[src/shared/fpc_pkg.sv]
// Purpose: constants and helpers shared by the fast position capture block
// Assumes: parameter addresses are 16-bit, data path is 32-bit
// Notes:   positions are two's complement, tallies are unsigned
`default_nettype none

package fpc_pkg;

  // ---------------------------------------------------------------
  // widths
  // ---------------------------------------------------------------
  localparam int unsigned ADDR_W = 16;
  localparam int unsigned DATA_W = 32;
  localparam int unsigned POS_W  = 32;
  localparam int unsigned CNT_W  = 16;

  // ---------------------------------------------------------------
  // parameter addresses
  // ---------------------------------------------------------------
  localparam logic [ADDR_W-1:0] ADDR_STATUS   = 16'h0A02;
  localparam logic [ADDR_W-1:0] ADDR_U1_EDGE  = 16'h0A04;
  localparam logic [ADDR_W-1:0] ADDR_U2_EDGE  = 16'h0A06;
  localparam logic [ADDR_W-1:0] ADDR_U1_START = 16'h0A08;
  localparam logic [ADDR_W-1:0] ADDR_U2_START = 16'h0A0A;
  localparam logic [ADDR_W-1:0] ADDR_U1_POS   = 16'h0A0C;
  localparam logic [ADDR_W-1:0] ADDR_U2_POS   = 16'h0A0E;
  localparam logic [ADDR_W-1:0] ADDR_U1_TALLY = 16'h0A10;
  localparam logic [ADDR_W-1:0] ADDR_U2_TALLY = 16'h0A12;

  // ---------------------------------------------------------------
  // start/stop codes, edge codes, status bits, reset values
  // ---------------------------------------------------------------
  localparam logic [1:0] START_CANCEL = 2'h0;
  localparam logic [1:0] START_ONCE   = 2'h1;
  localparam logic [1:0] START_CONT   = 2'h2;
  localparam logic [1:0] START_RSVD   = 2'h3;
  localparam logic       EDGE_FALL    = 1'h0;
  localparam logic       EDGE_RISE    = 1'h1;
  localparam logic       EDGE_RESET   = 1'h0;
  localparam int unsigned ST_BIT_U1   = 0;
  localparam int unsigned ST_BIT_U2   = 1;
  localparam int unsigned ST_BIT_IDX  = 2;

  // ---------------------------------------------------------------
  // helpers
  // ---------------------------------------------------------------
  function automatic logic edge_seen(input logic prev, input logic cur,
                                     input logic rise);
    edge_seen = rise ? (!prev && cur) : (prev && !cur);
  endfunction

  function automatic logic addr_mapped(input logic [ADDR_W-1:0] a);
    case (a)
      ADDR_STATUS, ADDR_U1_EDGE, ADDR_U2_EDGE, ADDR_U1_START,
      ADDR_U2_START, ADDR_U1_POS, ADDR_U2_POS, ADDR_U1_TALLY,
      ADDR_U2_TALLY: addr_mapped = 1'b1;
      default:       addr_mapped = 1'b0;
    endcase
  endfunction

endpackage

`default_nettype wire

[src/logic/capture_unit.sv]
// Purpose: one position capture unit with pin synchroniser
// Assumes: start_i is already qualified by the owner of the registers
// Notes:   activation wins over a capture that ends a one-shot
`timescale 1ns/100ps
`default_nettype none

module capture_unit #(
  parameter int unsigned POS_W = fpc_pkg::POS_W,
  parameter int unsigned CNT_W = fpc_pkg::CNT_W
) (
  // clock and reset
  input  wire logic             clk_i,
  input  wire logic             rst_i,
  input  wire logic             ce_i,
  // capture pin and edge choice
  input  wire logic             trig_i,
  input  wire logic             edge_rise_i,
  // activation
  input  wire logic             start_i,
  input  wire logic [1:0]       start_val_i,
  // position source
  input  wire logic [POS_W-1:0] pos_i,
  input  wire logic             redef_i,
  input  wire logic [POS_W-1:0] redef_delta_i,
  // results
  output logic                  level_o,
  output logic                  cap_o,
  output logic [1:0]            mode_o,
  output logic [POS_W-1:0]      pos_o,
  output logic [CNT_W-1:0]      count_o,
  output logic                  done_o
);

  // ---------------------------------------------------------------
  // state
  // ---------------------------------------------------------------
  typedef enum logic [1:0] {ST_IDLE, ST_ONCE, ST_CONT} run_e;

  run_e state_q;
  run_e state_d;
  logic sync1_q;
  logic sync2_q;
  logic prev_q;
  logic arm;

  always_ff @(posedge clk_i) begin
    if (rst_i) begin
      sync1_q <= 1'b0;
      sync2_q <= 1'b0;
      prev_q  <= 1'b0;
    end else if (ce_i) begin
      sync1_q <= trig_i;
      sync2_q <= sync1_q;
      prev_q  <= sync2_q;
    end
  end

  assign level_o = sync2_q;
  assign arm     = start_i && (start_val_i != fpc_pkg::START_CANCEL);
  assign cap_o   = ce_i && (state_q != ST_IDLE) &&
                   fpc_pkg::edge_seen(prev_q, sync2_q, edge_rise_i);

  always_comb begin
    state_d = state_q;
    if (start_i) begin
      case (start_val_i)
        fpc_pkg::START_ONCE: state_d = ST_ONCE;
        fpc_pkg::START_CONT: state_d = ST_CONT;
        default:             state_d = ST_IDLE;
      endcase
    end else if (cap_o && state_q == ST_ONCE) begin
      state_d = ST_IDLE;
    end
  end

  always_comb begin
    case (state_q)
      ST_ONCE: mode_o = fpc_pkg::START_ONCE;
      ST_CONT: mode_o = fpc_pkg::START_CONT;
      default: mode_o = fpc_pkg::START_CANCEL;
    endcase
  end

  always_ff @(posedge clk_i) begin
    if (rst_i) begin
      state_q <= ST_IDLE;
    end else if (ce_i) begin
      state_q <= state_d;
    end
  end

  // ---------------------------------------------------------------
  // tally, completion and latched position
  // ---------------------------------------------------------------
  always_ff @(posedge clk_i) begin
    if (rst_i) begin
      count_o <= '0;
    end else if (ce_i) begin
      if (arm) begin
        count_o <= cap_o ? CNT_W'(1) : '0;
      end else if (cap_o) begin
        count_o <= count_o + CNT_W'(1);
      end
    end
  end

  always_ff @(posedge clk_i) begin
    if (rst_i) begin
      done_o <= 1'b0;
    end else if (ce_i) begin
      if (cap_o) begin
        done_o <= 1'b1;
      end else if (arm) begin
        done_o <= 1'b0;
      end
    end
  end

  always_ff @(posedge clk_i) begin
    if (rst_i) begin
      pos_o <= '0;
    end else if (ce_i) begin
      if (cap_o) begin
        pos_o <= pos_i;
      end else if (redef_i) begin
        pos_o <= pos_o + redef_delta_i;
      end
    end
  end
endmodule  // capture_unit

`default_nettype wire

[src/logic/fast_position_capture.sv]
// Purpose: two fast position capture units behind parameter addresses
// Assumes: motor position, control mode and rebase come from the core clock
// Notes:   answers come one cycle after a request; CE_I low freezes all
`timescale 1ns/100ps
`default_nettype none

module fast_position_capture #(
  parameter int unsigned POS_W = fpc_pkg::POS_W,
  parameter int unsigned CNT_W = fpc_pkg::CNT_W
) (
  // clock and reset
  input  wire logic                       CORE_CLK_I,
  input  wire logic                       RST_I,
  input  wire logic                       CE_I,
  // capture pins
  input  wire logic                       POSITIVE_LIMIT_SHARED_I,
  input  wire logic                       NEGATIVE_LIMIT_SHARED_I,
  input  wire logic                       INDEX_PULSE_I,
  // drive context
  input  wire logic                       FIELDBUS_MODE_I,
  input  wire logic [POS_W-1:0]           MOTOR_POS_I,
  input  wire logic                       POS_REDEF_I,
  input  wire logic [POS_W-1:0]           POS_REDEF_DELTA_I,
  input  wire logic                       INDEX_ARM_I,
  // parameter access
  input  wire logic [fpc_pkg::ADDR_W-1:0] PAR_ADDR_I,
  input  wire logic                       PAR_WR_I,
  input  wire logic                       PAR_RD_I,
  input  wire logic [fpc_pkg::DATA_W-1:0] PAR_WDATA_I,
  output logic      [fpc_pkg::DATA_W-1:0] PAR_RDATA_O,
  output logic                            PAR_ACK_O,
  output logic                            PAR_ERR_O,
  // status
  output logic                            POSITIVE_LIMIT_LEVEL_O,
  output logic                            NEGATIVE_LIMIT_LEVEL_O,
  output logic      [2:0]                 CAPTURE_DONE_O
);

  // ---------------------------------------------------------------
  // elaboration checks
  // ---------------------------------------------------------------
  if (POS_W < 2 || POS_W > fpc_pkg::DATA_W || CNT_W < 1 ||
      CNT_W > 16) begin : g_bad_width
    $error("unsupported width parameter");
  end

  // ---------------------------------------------------------------
  // request decode
  // ---------------------------------------------------------------
  logic                       wr_take;
  logic                       rd_take;
  logic                       mapped;
  logic                       val_hi_zero;
  logic [1:0]                 val_lo;
  logic                       start_ok;
  logic                       edge_ok;
  logic                       wr_start1;
  logic                       wr_start2;
  logic                       u1_start;
  logic                       u2_start;
  logic                       wr_bad;
  logic [1:0]                 edge_q;
  logic                       idx_sync1_q;
  logic                       idx_sync2_q;
  logic                       idx_prev_q;
  logic                       idx_edge;
  logic                       idx_done_q;
  logic                       u1_cap;
  logic                       u2_cap;
  logic [1:0]                 u1_mode;
  logic [1:0]                 u2_mode;
  logic [POS_W-1:0]           u1_pos;
  logic [POS_W-1:0]           u2_pos;
  logic [CNT_W-1:0]           u1_tally;
  logic [CNT_W-1:0]           u2_tally;
  logic                       u1_done;
  logic                       u2_done;
  logic [fpc_pkg::DATA_W-1:0] rd_mux;

  assign wr_take     = CE_I && PAR_WR_I;
  assign rd_take     = CE_I && PAR_RD_I && !PAR_WR_I;
  assign mapped      = fpc_pkg::addr_mapped(PAR_ADDR_I);
  assign val_hi_zero = (PAR_WDATA_I[fpc_pkg::DATA_W-1:2] == 30'h00000000);
  assign val_lo      = PAR_WDATA_I[1:0];
  assign start_ok    = val_hi_zero && (val_lo != fpc_pkg::START_RSVD) &&
                       (FIELDBUS_MODE_I ||
                        val_lo == fpc_pkg::START_CANCEL);
  assign edge_ok     = val_hi_zero && !val_lo[1];
  assign wr_start1   = wr_take && PAR_ADDR_I == fpc_pkg::ADDR_U1_START;
  assign wr_start2   = wr_take && PAR_ADDR_I == fpc_pkg::ADDR_U2_START;
  assign u1_start    = wr_start1 && start_ok;
  assign u2_start    = wr_start2 && start_ok;

  always_comb begin
    case (PAR_ADDR_I)
      fpc_pkg::ADDR_U1_START,
      fpc_pkg::ADDR_U2_START: wr_bad = !start_ok;
      fpc_pkg::ADDR_U1_EDGE,
      fpc_pkg::ADDR_U2_EDGE:  wr_bad = !edge_ok;
      default:                wr_bad = 1'b1;
    endcase
  end

  // ---------------------------------------------------------------
  // edge select registers
  // ---------------------------------------------------------------
  always_ff @(posedge CORE_CLK_I) begin
    if (RST_I) begin
      edge_q <= {2{fpc_pkg::EDGE_RESET}};
    end else if (wr_take && edge_ok) begin
      if (PAR_ADDR_I == fpc_pkg::ADDR_U1_EDGE) begin
        edge_q[0] <= val_lo[0];
      end
      if (PAR_ADDR_I == fpc_pkg::ADDR_U2_EDGE) begin
        edge_q[1] <= val_lo[0];
      end
    end
  end

  // ---------------------------------------------------------------
  // capture units, one per shared limit input
  // ---------------------------------------------------------------
  capture_unit #(
    .POS_W (POS_W),
    .CNT_W (CNT_W)
  ) u_first_trigger_input (
    .clk_i         (CORE_CLK_I),
    .rst_i         (RST_I),
    .ce_i          (CE_I),
    .trig_i        (POSITIVE_LIMIT_SHARED_I),
    .edge_rise_i   (edge_q[0]),
    .start_i       (u1_start),
    .start_val_i   (val_lo),
    .pos_i         (MOTOR_POS_I),
    .redef_i       (POS_REDEF_I),
    .redef_delta_i (POS_REDEF_DELTA_I),
    .level_o       (POSITIVE_LIMIT_LEVEL_O),
    .cap_o         (u1_cap),
    .mode_o        (u1_mode),
    .pos_o         (u1_pos),
    .count_o       (u1_tally),
    .done_o        (u1_done)
  );

  capture_unit #(
    .POS_W (POS_W),
    .CNT_W (CNT_W)
  ) u_second_trigger_input (
    .clk_i         (CORE_CLK_I),
    .rst_i         (RST_I),
    .ce_i          (CE_I),
    .trig_i        (NEGATIVE_LIMIT_SHARED_I),
    .edge_rise_i   (edge_q[1]),
    .start_i       (u2_start),
    .start_val_i   (val_lo),
    .pos_i         (MOTOR_POS_I),
    .redef_i       (POS_REDEF_I),
    .redef_delta_i (POS_REDEF_DELTA_I),
    .level_o       (NEGATIVE_LIMIT_LEVEL_O),
    .cap_o         (u2_cap),
    .mode_o        (u2_mode),
    .pos_o         (u2_pos),
    .count_o       (u2_tally),
    .done_o        (u2_done)
  );

  // ---------------------------------------------------------------
  // index pulse capture
  // ---------------------------------------------------------------
  always_ff @(posedge CORE_CLK_I) begin
    if (RST_I) begin
      idx_sync1_q <= 1'b0;
      idx_sync2_q <= 1'b0;
      idx_prev_q  <= 1'b0;
    end else if (CE_I) begin
      idx_sync1_q <= INDEX_PULSE_I;
      idx_sync2_q <= idx_sync1_q;
      idx_prev_q  <= idx_sync2_q;
    end
  end

  assign idx_edge = CE_I && fpc_pkg::edge_seen(idx_prev_q, idx_sync2_q,
                                               fpc_pkg::EDGE_RISE);

  always_ff @(posedge CORE_CLK_I) begin
    if (RST_I) begin
      idx_done_q <= 1'b0;
    end else if (CE_I) begin
      if (idx_edge) begin
        idx_done_q <= 1'b1;
      end else if (INDEX_ARM_I) begin
        idx_done_q <= 1'b0;
      end
    end
  end

  assign CAPTURE_DONE_O = {idx_done_q, u2_done, u1_done};

  // ---------------------------------------------------------------
  // read mux and answer
  // ---------------------------------------------------------------
  always_comb begin
    rd_mux = '0;
    case (PAR_ADDR_I)
      fpc_pkg::ADDR_STATUS: begin
        rd_mux[fpc_pkg::ST_BIT_U1]  = u1_done;
        rd_mux[fpc_pkg::ST_BIT_U2]  = u2_done;
        rd_mux[fpc_pkg::ST_BIT_IDX] = idx_done_q;
      end
      fpc_pkg::ADDR_U1_EDGE:  rd_mux[0]         = edge_q[0];
      fpc_pkg::ADDR_U2_EDGE:  rd_mux[0]         = edge_q[1];
      fpc_pkg::ADDR_U1_START: rd_mux[1:0]       = u1_mode;
      fpc_pkg::ADDR_U2_START: rd_mux[1:0]       = u2_mode;
      fpc_pkg::ADDR_U1_POS:   rd_mux[POS_W-1:0] = u1_pos;
      fpc_pkg::ADDR_U2_POS:   rd_mux[POS_W-1:0] = u2_pos;
      fpc_pkg::ADDR_U1_TALLY: rd_mux[CNT_W-1:0] = u1_tally;
      fpc_pkg::ADDR_U2_TALLY: rd_mux[CNT_W-1:0] = u2_tally;
      default:                rd_mux            = '0;
    endcase
  end

  always_ff @(posedge CORE_CLK_I) begin
    if (RST_I) begin
      PAR_ACK_O <= 1'b0;
      PAR_ERR_O <= 1'b0;
    end else if (CE_I) begin
      PAR_ACK_O <= wr_take || rd_take;
      PAR_ERR_O <= (wr_take && wr_bad) || (rd_take && !mapped);
    end
  end

  always_ff @(posedge CORE_CLK_I) begin
    if (RST_I) begin
      PAR_RDATA_O <= '0;
    end else if (rd_take) begin
      PAR_RDATA_O <= rd_mux;
    end
  end
endmodule  // fast_position_capture

`default_nettype wire

[config.mk]
export PLATFORM = sky130hd
export DESIGN_NAME = fast_position_capture
export DESIGN_NICKNAME = d
export VERILOG_FILES = /design/src/shared/fpc_pkg.sv /design/src/logic/capture_unit.sv /design/src/logic/fast_position_capture.sv
export SDC_FILE = /design/constraint.sdc
export NUM_CORES = 1
export LEC_CHECK = 0
export BUFFER_PORTS_ARGS = -buffer_cell sky130_fd_sc_hd__buf_4
export CORE_MARGIN = 5
export CORE_UTILIZATION = 45
export DETAILED_ROUTE_END_ITERATION = 16
export HOLD_SLACK_MARGIN = 0.03
export PLACE_DENSITY = 0.65
export SYNTH_ARGS = -nofsm -noshare
export SYNTH_HDL_FRONTEND = slang
export SYNTH_HIERARCHICAL = 1
export SYNTH_SLANG_ARGS = --single-unit
[constraint.sdc]
create_clock -name CORE_CLK_I -period 6.6 [get_ports CORE_CLK_I]
set_clock_uncertainty 0.15 [all_clocks]
set_input_delay 1.32 -clock CORE_CLK_I [delete_from_list [all_inputs] [get_ports CORE_CLK_I]]
set_output_delay 1.32 -clock CORE_CLK_I [all_outputs]
set_load 0.1 [all_outputs]
---- Word-level counts from Yosys, hierarchy flattened ----
Cells that the tools add are included.
storage, ports and cells
  bits of input ports ..................... 123
  output and inout port bits .............. 39
  register bits after elaboration ......... 148
  word-level logic and storage cells ...... 139
operators by class
  reductions and logical operators ........ 64
  $add $sub $neg .......................... 4
  multiplexer cells ....................... 32
  eq/ne operators ......................... 16
operators by type and width
  kind                     count
  $eq A16 B12 Y1 const B   9
  $mux W32                 4
  $add A32 B32 Y32         2
  $mux W16                 4
  $pmux W13 S4             1
  $add A16 B1 Y16 const B  2
  $pmux W16 S2             1
  $logic_not A30 Y1        1
  $logic_and A1 B1 Y1      27
  $reduce_bool A2 Y1       10
  $reduce_and A2 Y1        9
  $pmux W2 S2              3
  $mux W1                  11
  $logic_not A1 Y1         10
  $pmux W1 S9              1
  $reduce_or A9 Y1         1
  $mux W2                  4
  $pmux W1 S7              1
  $eq A2 B1 Y1 const B     3
  $eq A2 B2 Y1 const B     3
  $pmux W1 S5              1
  $reduce_or A2 Y1         2
  $logic_or A1 B1 Y1       3
  $logic_not A2 Y1         1
  2 further kinds          2

---- Logic depth before layout (Yosys ltp) ----
  depth after elaboration ................. 7
  gate-level depth with buffers ........... 13

---- Modules after synthesis ----
The synthesis kept the hierarchy.
by module, submodules not included
  module                 area each (um^2)  instances  cells an instance  sequential area each (um^2)
  capture_unit           4,124.0           2          542                1,081.0
  fast_position_capture  2,496.1           1          303                800.8

---- Worst setup path before layout ----
Ideal clock, no wire load.
  kind .................................... input to register
  start ................................... input port PAR_WDATA_I[19] (netlist bit)
  end ..................................... register u_second_trigger_input.count_o[10]
  stages .................................. 11
  data arrival time ....................... 4.006 ns
  slack ................................... 2.374 ns
  path through ............................ nor4_1 -> nand2_1 -> nor4_1 -> nand2_1 -> nor4_1 -> o21ai_1 -> or2_0 -> clkbuf_1 -> a211o_1 -> or3_1 -> a21oi_1
on the way
  cells in the longest elaborated chain, start to end .. 7
  elaborated cells on any way between the ends .. 8
  classes of those cells .................. mux (1); reduce/logical (7)
RTL lines
  item                                  RTL line                     text
  from (decl)                           fast_position_capture.sv:29  input wire logic [fpc_pkg::DATA_W-1:0] PAR_WDATA_I,
  $logic_not A30 Y1 (*)                 fast_position_capture.sv:83  assign val_hi_zero = (PAR_WDATA_I[fpc_pkg::DATA_W-1:2] == 30'h00000000);
  $logic_and A1 B1 Y1 (*) (2 in a row)  fast_position_capture.sv:85  assign start_ok = val_hi_zero && (val_lo != fpc_pkg::START_RSVD) &&
  $logic_and A1 B1 Y1 (*)               fast_position_capture.sv:92  assign u2_start = wr_start2 && start_ok;
  named net u2_start                    fast_position_capture.sv:60  logic u2_start;
  $logic_and A1 B1 Y1 (*)               capture_unit.sv:59           assign arm = start_i && (start_val_i != fpc_pkg::START_CANCEL);
  $reduce_bool A2 Y1 (no line)          n/a
  $reduce_and A2 Y1 (no line)           n/a
  to (signal assigned)                  capture_unit.sv:100          count_o <= cap_o ? CNT_W'(1) : '0;
  to (signal assigned)                  capture_unit.sv:102          count_o <= count_o + CNT_W'(1);
  to (decl)                             capture_unit.sv:30           output logic [CNT_W-1:0] count_o,
The timed path passes the listed nets; every way through them passes the cells marked *.
A chain may end at the register's enable or synchronous reset.

---- Worst setup path after layout ----
  start ................................... input port PAR_WDATA_I[27] (netlist bit)
  end ..................................... register u_second_trigger_input.count_o[13]
The elaborated chain is that of the path after synthesis.

==> qor.yml <==
die_h_um: 164.5
first_pass_iters: 5
synth_edf_count: 0
nNetsFinal: 1674
cpMaxStageDelayCell: "nor4_1"
die-area_um2: 27070
dieWidth_um: 164.5
worstMarginPinSlew_ps: 1301
ys_ff_latch: 148
port_buffers: 161
period_share: 0.6835
grt_max_degree: 51
drv_cap: 0
path_cells: "buf_4 -> nor4_1 -> nand2_1 -> nor4_1 -> nand2_1 -> nor4_1 -> o21ai_1 -> or2_0 -> a21o_1 -> nor3_2 -> nand3_1 -> xor2_1 -> nor2_1"
cp.depth: 13
h-tree-depth: 4
grt-ovfl-total: 0
fp.coreArea_um2: 23470
syn_avg_cell_area_um2: 7.746
drv_slew: 0
place.gp.congestion: 0.9094
hpwl_um: 27690
drtIter0Drc: 1010
cts_setup_buffers: 0
postRouteWirelength_um: 37110
synthTopCellsByArea: "dfxtp_1 (28%), ha_1 (7.5%), a21oi_1 (6.8%)"
synth_flop_cell: "dfxtp_1"
finalInstanceArea_um2: 12640
grt_pass1_vias: 10563
r2r_setup_slack_ps: 3390
initial_utilization: 0.4577
crit_top_cell: "nor4_1"
cp_data_required_time_ps: 6760
cts_inserted_buffers: 17
rows: 56
drcViolationCount: 0
cts_max_path_buffers: 2
clock_latency_ps: 440
synth_top_cell_by_area: "dfxtp_1"
worst-path-max-fanout: 7
cts-resized-gates: 0
ys_types: 79
r2r-end: "u_first_trigger_input/pos_o[28]$_SDFFE_PP0P_"
r2r_start: "edge_q[0]$_SDFFE_PP0P_"
drive_above_1_share: 0.1682
period_needed_ps: 4511
synth_nets: 1576
dpl_cell_area_um2: 12070
syn-cell-area_um2: 10740
root_buffer: "clkbuf_16"
cp_num_buf_inv: 1
ir_worst_vdd_v: 0.0001447
nFillCells: 2254
setup_tns_ps: 0
cts.clk_slew.worst_paths_ps: 70
final_cell_count_no_fill: 1817
dp_cells: 1785
cts_sinks: 148
crit_type: "primary input to flip-flop"
holdPathStages: 2
start_kind: "primary input"
max_freq_ghz: 0.2217
status: "finished, final reports clean"
yosysWarnings: 6
wire_per_inst_um: 20.42
cp-end-kind: "flip-flop"
synth_top_area_share: 0.2758
vias: 11142
rsz0062_at_grt: "no"
grt_pass1_wl_um: 57330
p_leak_nw: 5.134
setup_viol: 0
n_antenna_cell: 0
synth_cells: 1387
antenna_found_initial: 0
finalPower_w: 0.002625
p_per_area_nw_per_um2: 207.8
ios: 162
slowest_delay_ps: 690
critical_path.startpoint: "PAR_WDATA_I[27]"
cp.arrival_ps: 4670
synth_seq_area_share: 0.2758
cts.hold.buffers_added: 0
rr_worst_depth: 10
gr-usage-all-layers: 0.2663
maxSlewHeadroom: 0.1279
cts_tree: "yes"
hp-class: "flip-flop to flip-flop"
crit_path_end: "u_second_trigger_input/count_o[13]$_SDFFE_PP0P_"
final_core_util: 0.5384
ant_nets: 0
vias_per_cell: 6.132
hold_viol_final: 0
async_reset_ff_frac: 0
critPathTopFamily: "simple AND/OR/NAND/NOR gates"
syn2layout_area_growth_pct: 17.62
layout by cell type (no fill, tap or decap), types with 7 or more instances in the layout:
cell type	instances
a211o_1	7
a211oi_1	18
a21o_1	23
a21oi_1	146
a221oi_1	19
a311oi_1	19
a31oi_1	13
and3_1	32
buf_4	171
clkbuf_16	17
dfxtp_1	148
ha_1	64
inv_1	23
mux2_2	16
mux2i_1	25
nand2_1	129
nand2b_1	8
nand3_1	30
nand4_1	29
nor2_1	140
nor2b_1	11
nor3_1	54
nor4_1	18
o211ai_1	13
o21ai_0	55
o21ai_1	28
o21bai_1	10
o22ai_1	22
or3_1	8
xnor2_1	27
xor2_1	44
worst min-delay path by stage:
stage	from	endpoint	slack, ps
2_1_floorplan	u_second_trigger_input/done_o$_SDFFE_PP0P_	u_second_trigger_input/done_o$_SDFFE_PP0P_	300
3_3_place_gp	PAR_RDATA_O[12]$_SDFFE_PP0P_	PAR_RDATA_O[12]$_SDFFE_PP0P_	290
3_5_place_dp	PAR_RDATA_O[8]$_SDFFE_PP0P_	PAR_RDATA_O[8]$_SDFFE_PP0P_	290
4_1_cts	PAR_RDATA_O[8]$_SDFFE_PP0P_	PAR_RDATA_O[8]$_SDFFE_PP0P_	310
5_1_grt	PAR_RDATA_O[8]$_SDFFE_PP0P_	PAR_RDATA_O[8]$_SDFFE_PP0P_	320
6_report	PAR_RDATA_O[15]$_SDFFE_PP0P_	PAR_RDATA_O[15]$_SDFFE_PP0P_	300
worst min-delay path, cell delays in order, from the launching register on:
cell and delay [ps]:
dfxtp_1 310, nand2_1 50, o21ai_1 50
kinds of logic (layout without fill, tap and decap cells):
family / count (synthesis) / count (layout) / share of synthesized area
multiplexers: 42 / 42 / 0.04111
adder cells (fa/ha/maj): 66 / 66 / 0.07826
buffers and inverters: 115 / 226 / 0.04484
flip-flops: 148 / 148 / 0.2758
AO/OA/AOI/OAI: 446 / 446 / 0.2750
XOR/XNOR: 71 / 71 / 0.05788
AND/OR/NAND/NOR: 499 / 499 / 0.2272
report_power, final:
| group | switching (W) | internal (W) |
|---|---|---|
| logic | 0.000420 | 0.000257 |
| registers | 0.0000355 | 0.000933 |
| clock network | 0.000449 | 0.000531 |
state kept, by name (all words and copies together), names as in the netlist, 2 cells and up:
| signal | flops |
|---|---|
| u_second_trigger_input/count_o | 16 |
| edge_q | 2 |
| u_second_trigger_input/state_q | 2 |
| u_first_trigger_input/pos_o | 32 |
| u_second_trigger_input/pos_o | 32 |
| PAR_RDATA_O | 32 |
| u_first_trigger_input/count_o | 16 |
| u_first_trigger_input/state_q | 2 |
area by class of cell:
| cell class | count | area (um^2) | share of cell area |
|---|---|---|---|
| clock buffer | 18 | 429.2 | 0.03396 |
| clock inverter | 14 | 141.4 | 0.01119 |
| inverter | 23 | 86.33 | 0.006832 |
| multi-input combinational | 1124 | 7335 | 0.5804 |
| sequential | 148 | 2963 | 0.2345 |
| tap | 319 | 399.1 | 0.03158 |
| timing repair buffer | 171 | 1284 | 0.1016 |
cell usage after synthesis, drive strengths merged (7+ instances only):
library cell and count:
nand2b 8, mux2 17, xnor2 27, and3 32, or3 8, nor2 140, xor2 44, clkbuf 65
a21oi 150, nand3 31, a211oi 23, o21ai 85, o21bai 10, a21o 23, o31ai 8, buf 27
ha 64, a221oi 19, nor2b 11, nand4 29, o41ai 8, o22ai 24, mux2i 25, a31oi 13
nor4 19, a311oi 19, a211o 7, dfxtp 148, o211ai 13, nand2 129, nor3 59, or2 7
inv 23
stage by stage:
stage | hold slack, ps | setup WS [ps]
6_report | 300.4 | 2089
5_1_grt | 323.4 | 1844
4_1_cts | 305.2 | 2175
3_5_place_dp | 293.9 | 1708
3_3_place_gp | 289.1 | 1862
2_1_floorplan | 295.5 | 2374
metal layers:
metal	up-vias	global-route usage	routed length (um)
met5	-	0	0
met4	0	0.08733	1076
met3	60	0.03594	2520
met2	437	0.4278	17090
met1	5278	0.3704	16420
li1	5367	-	-
Note: power is estimated with default switching activity, not from simulation.
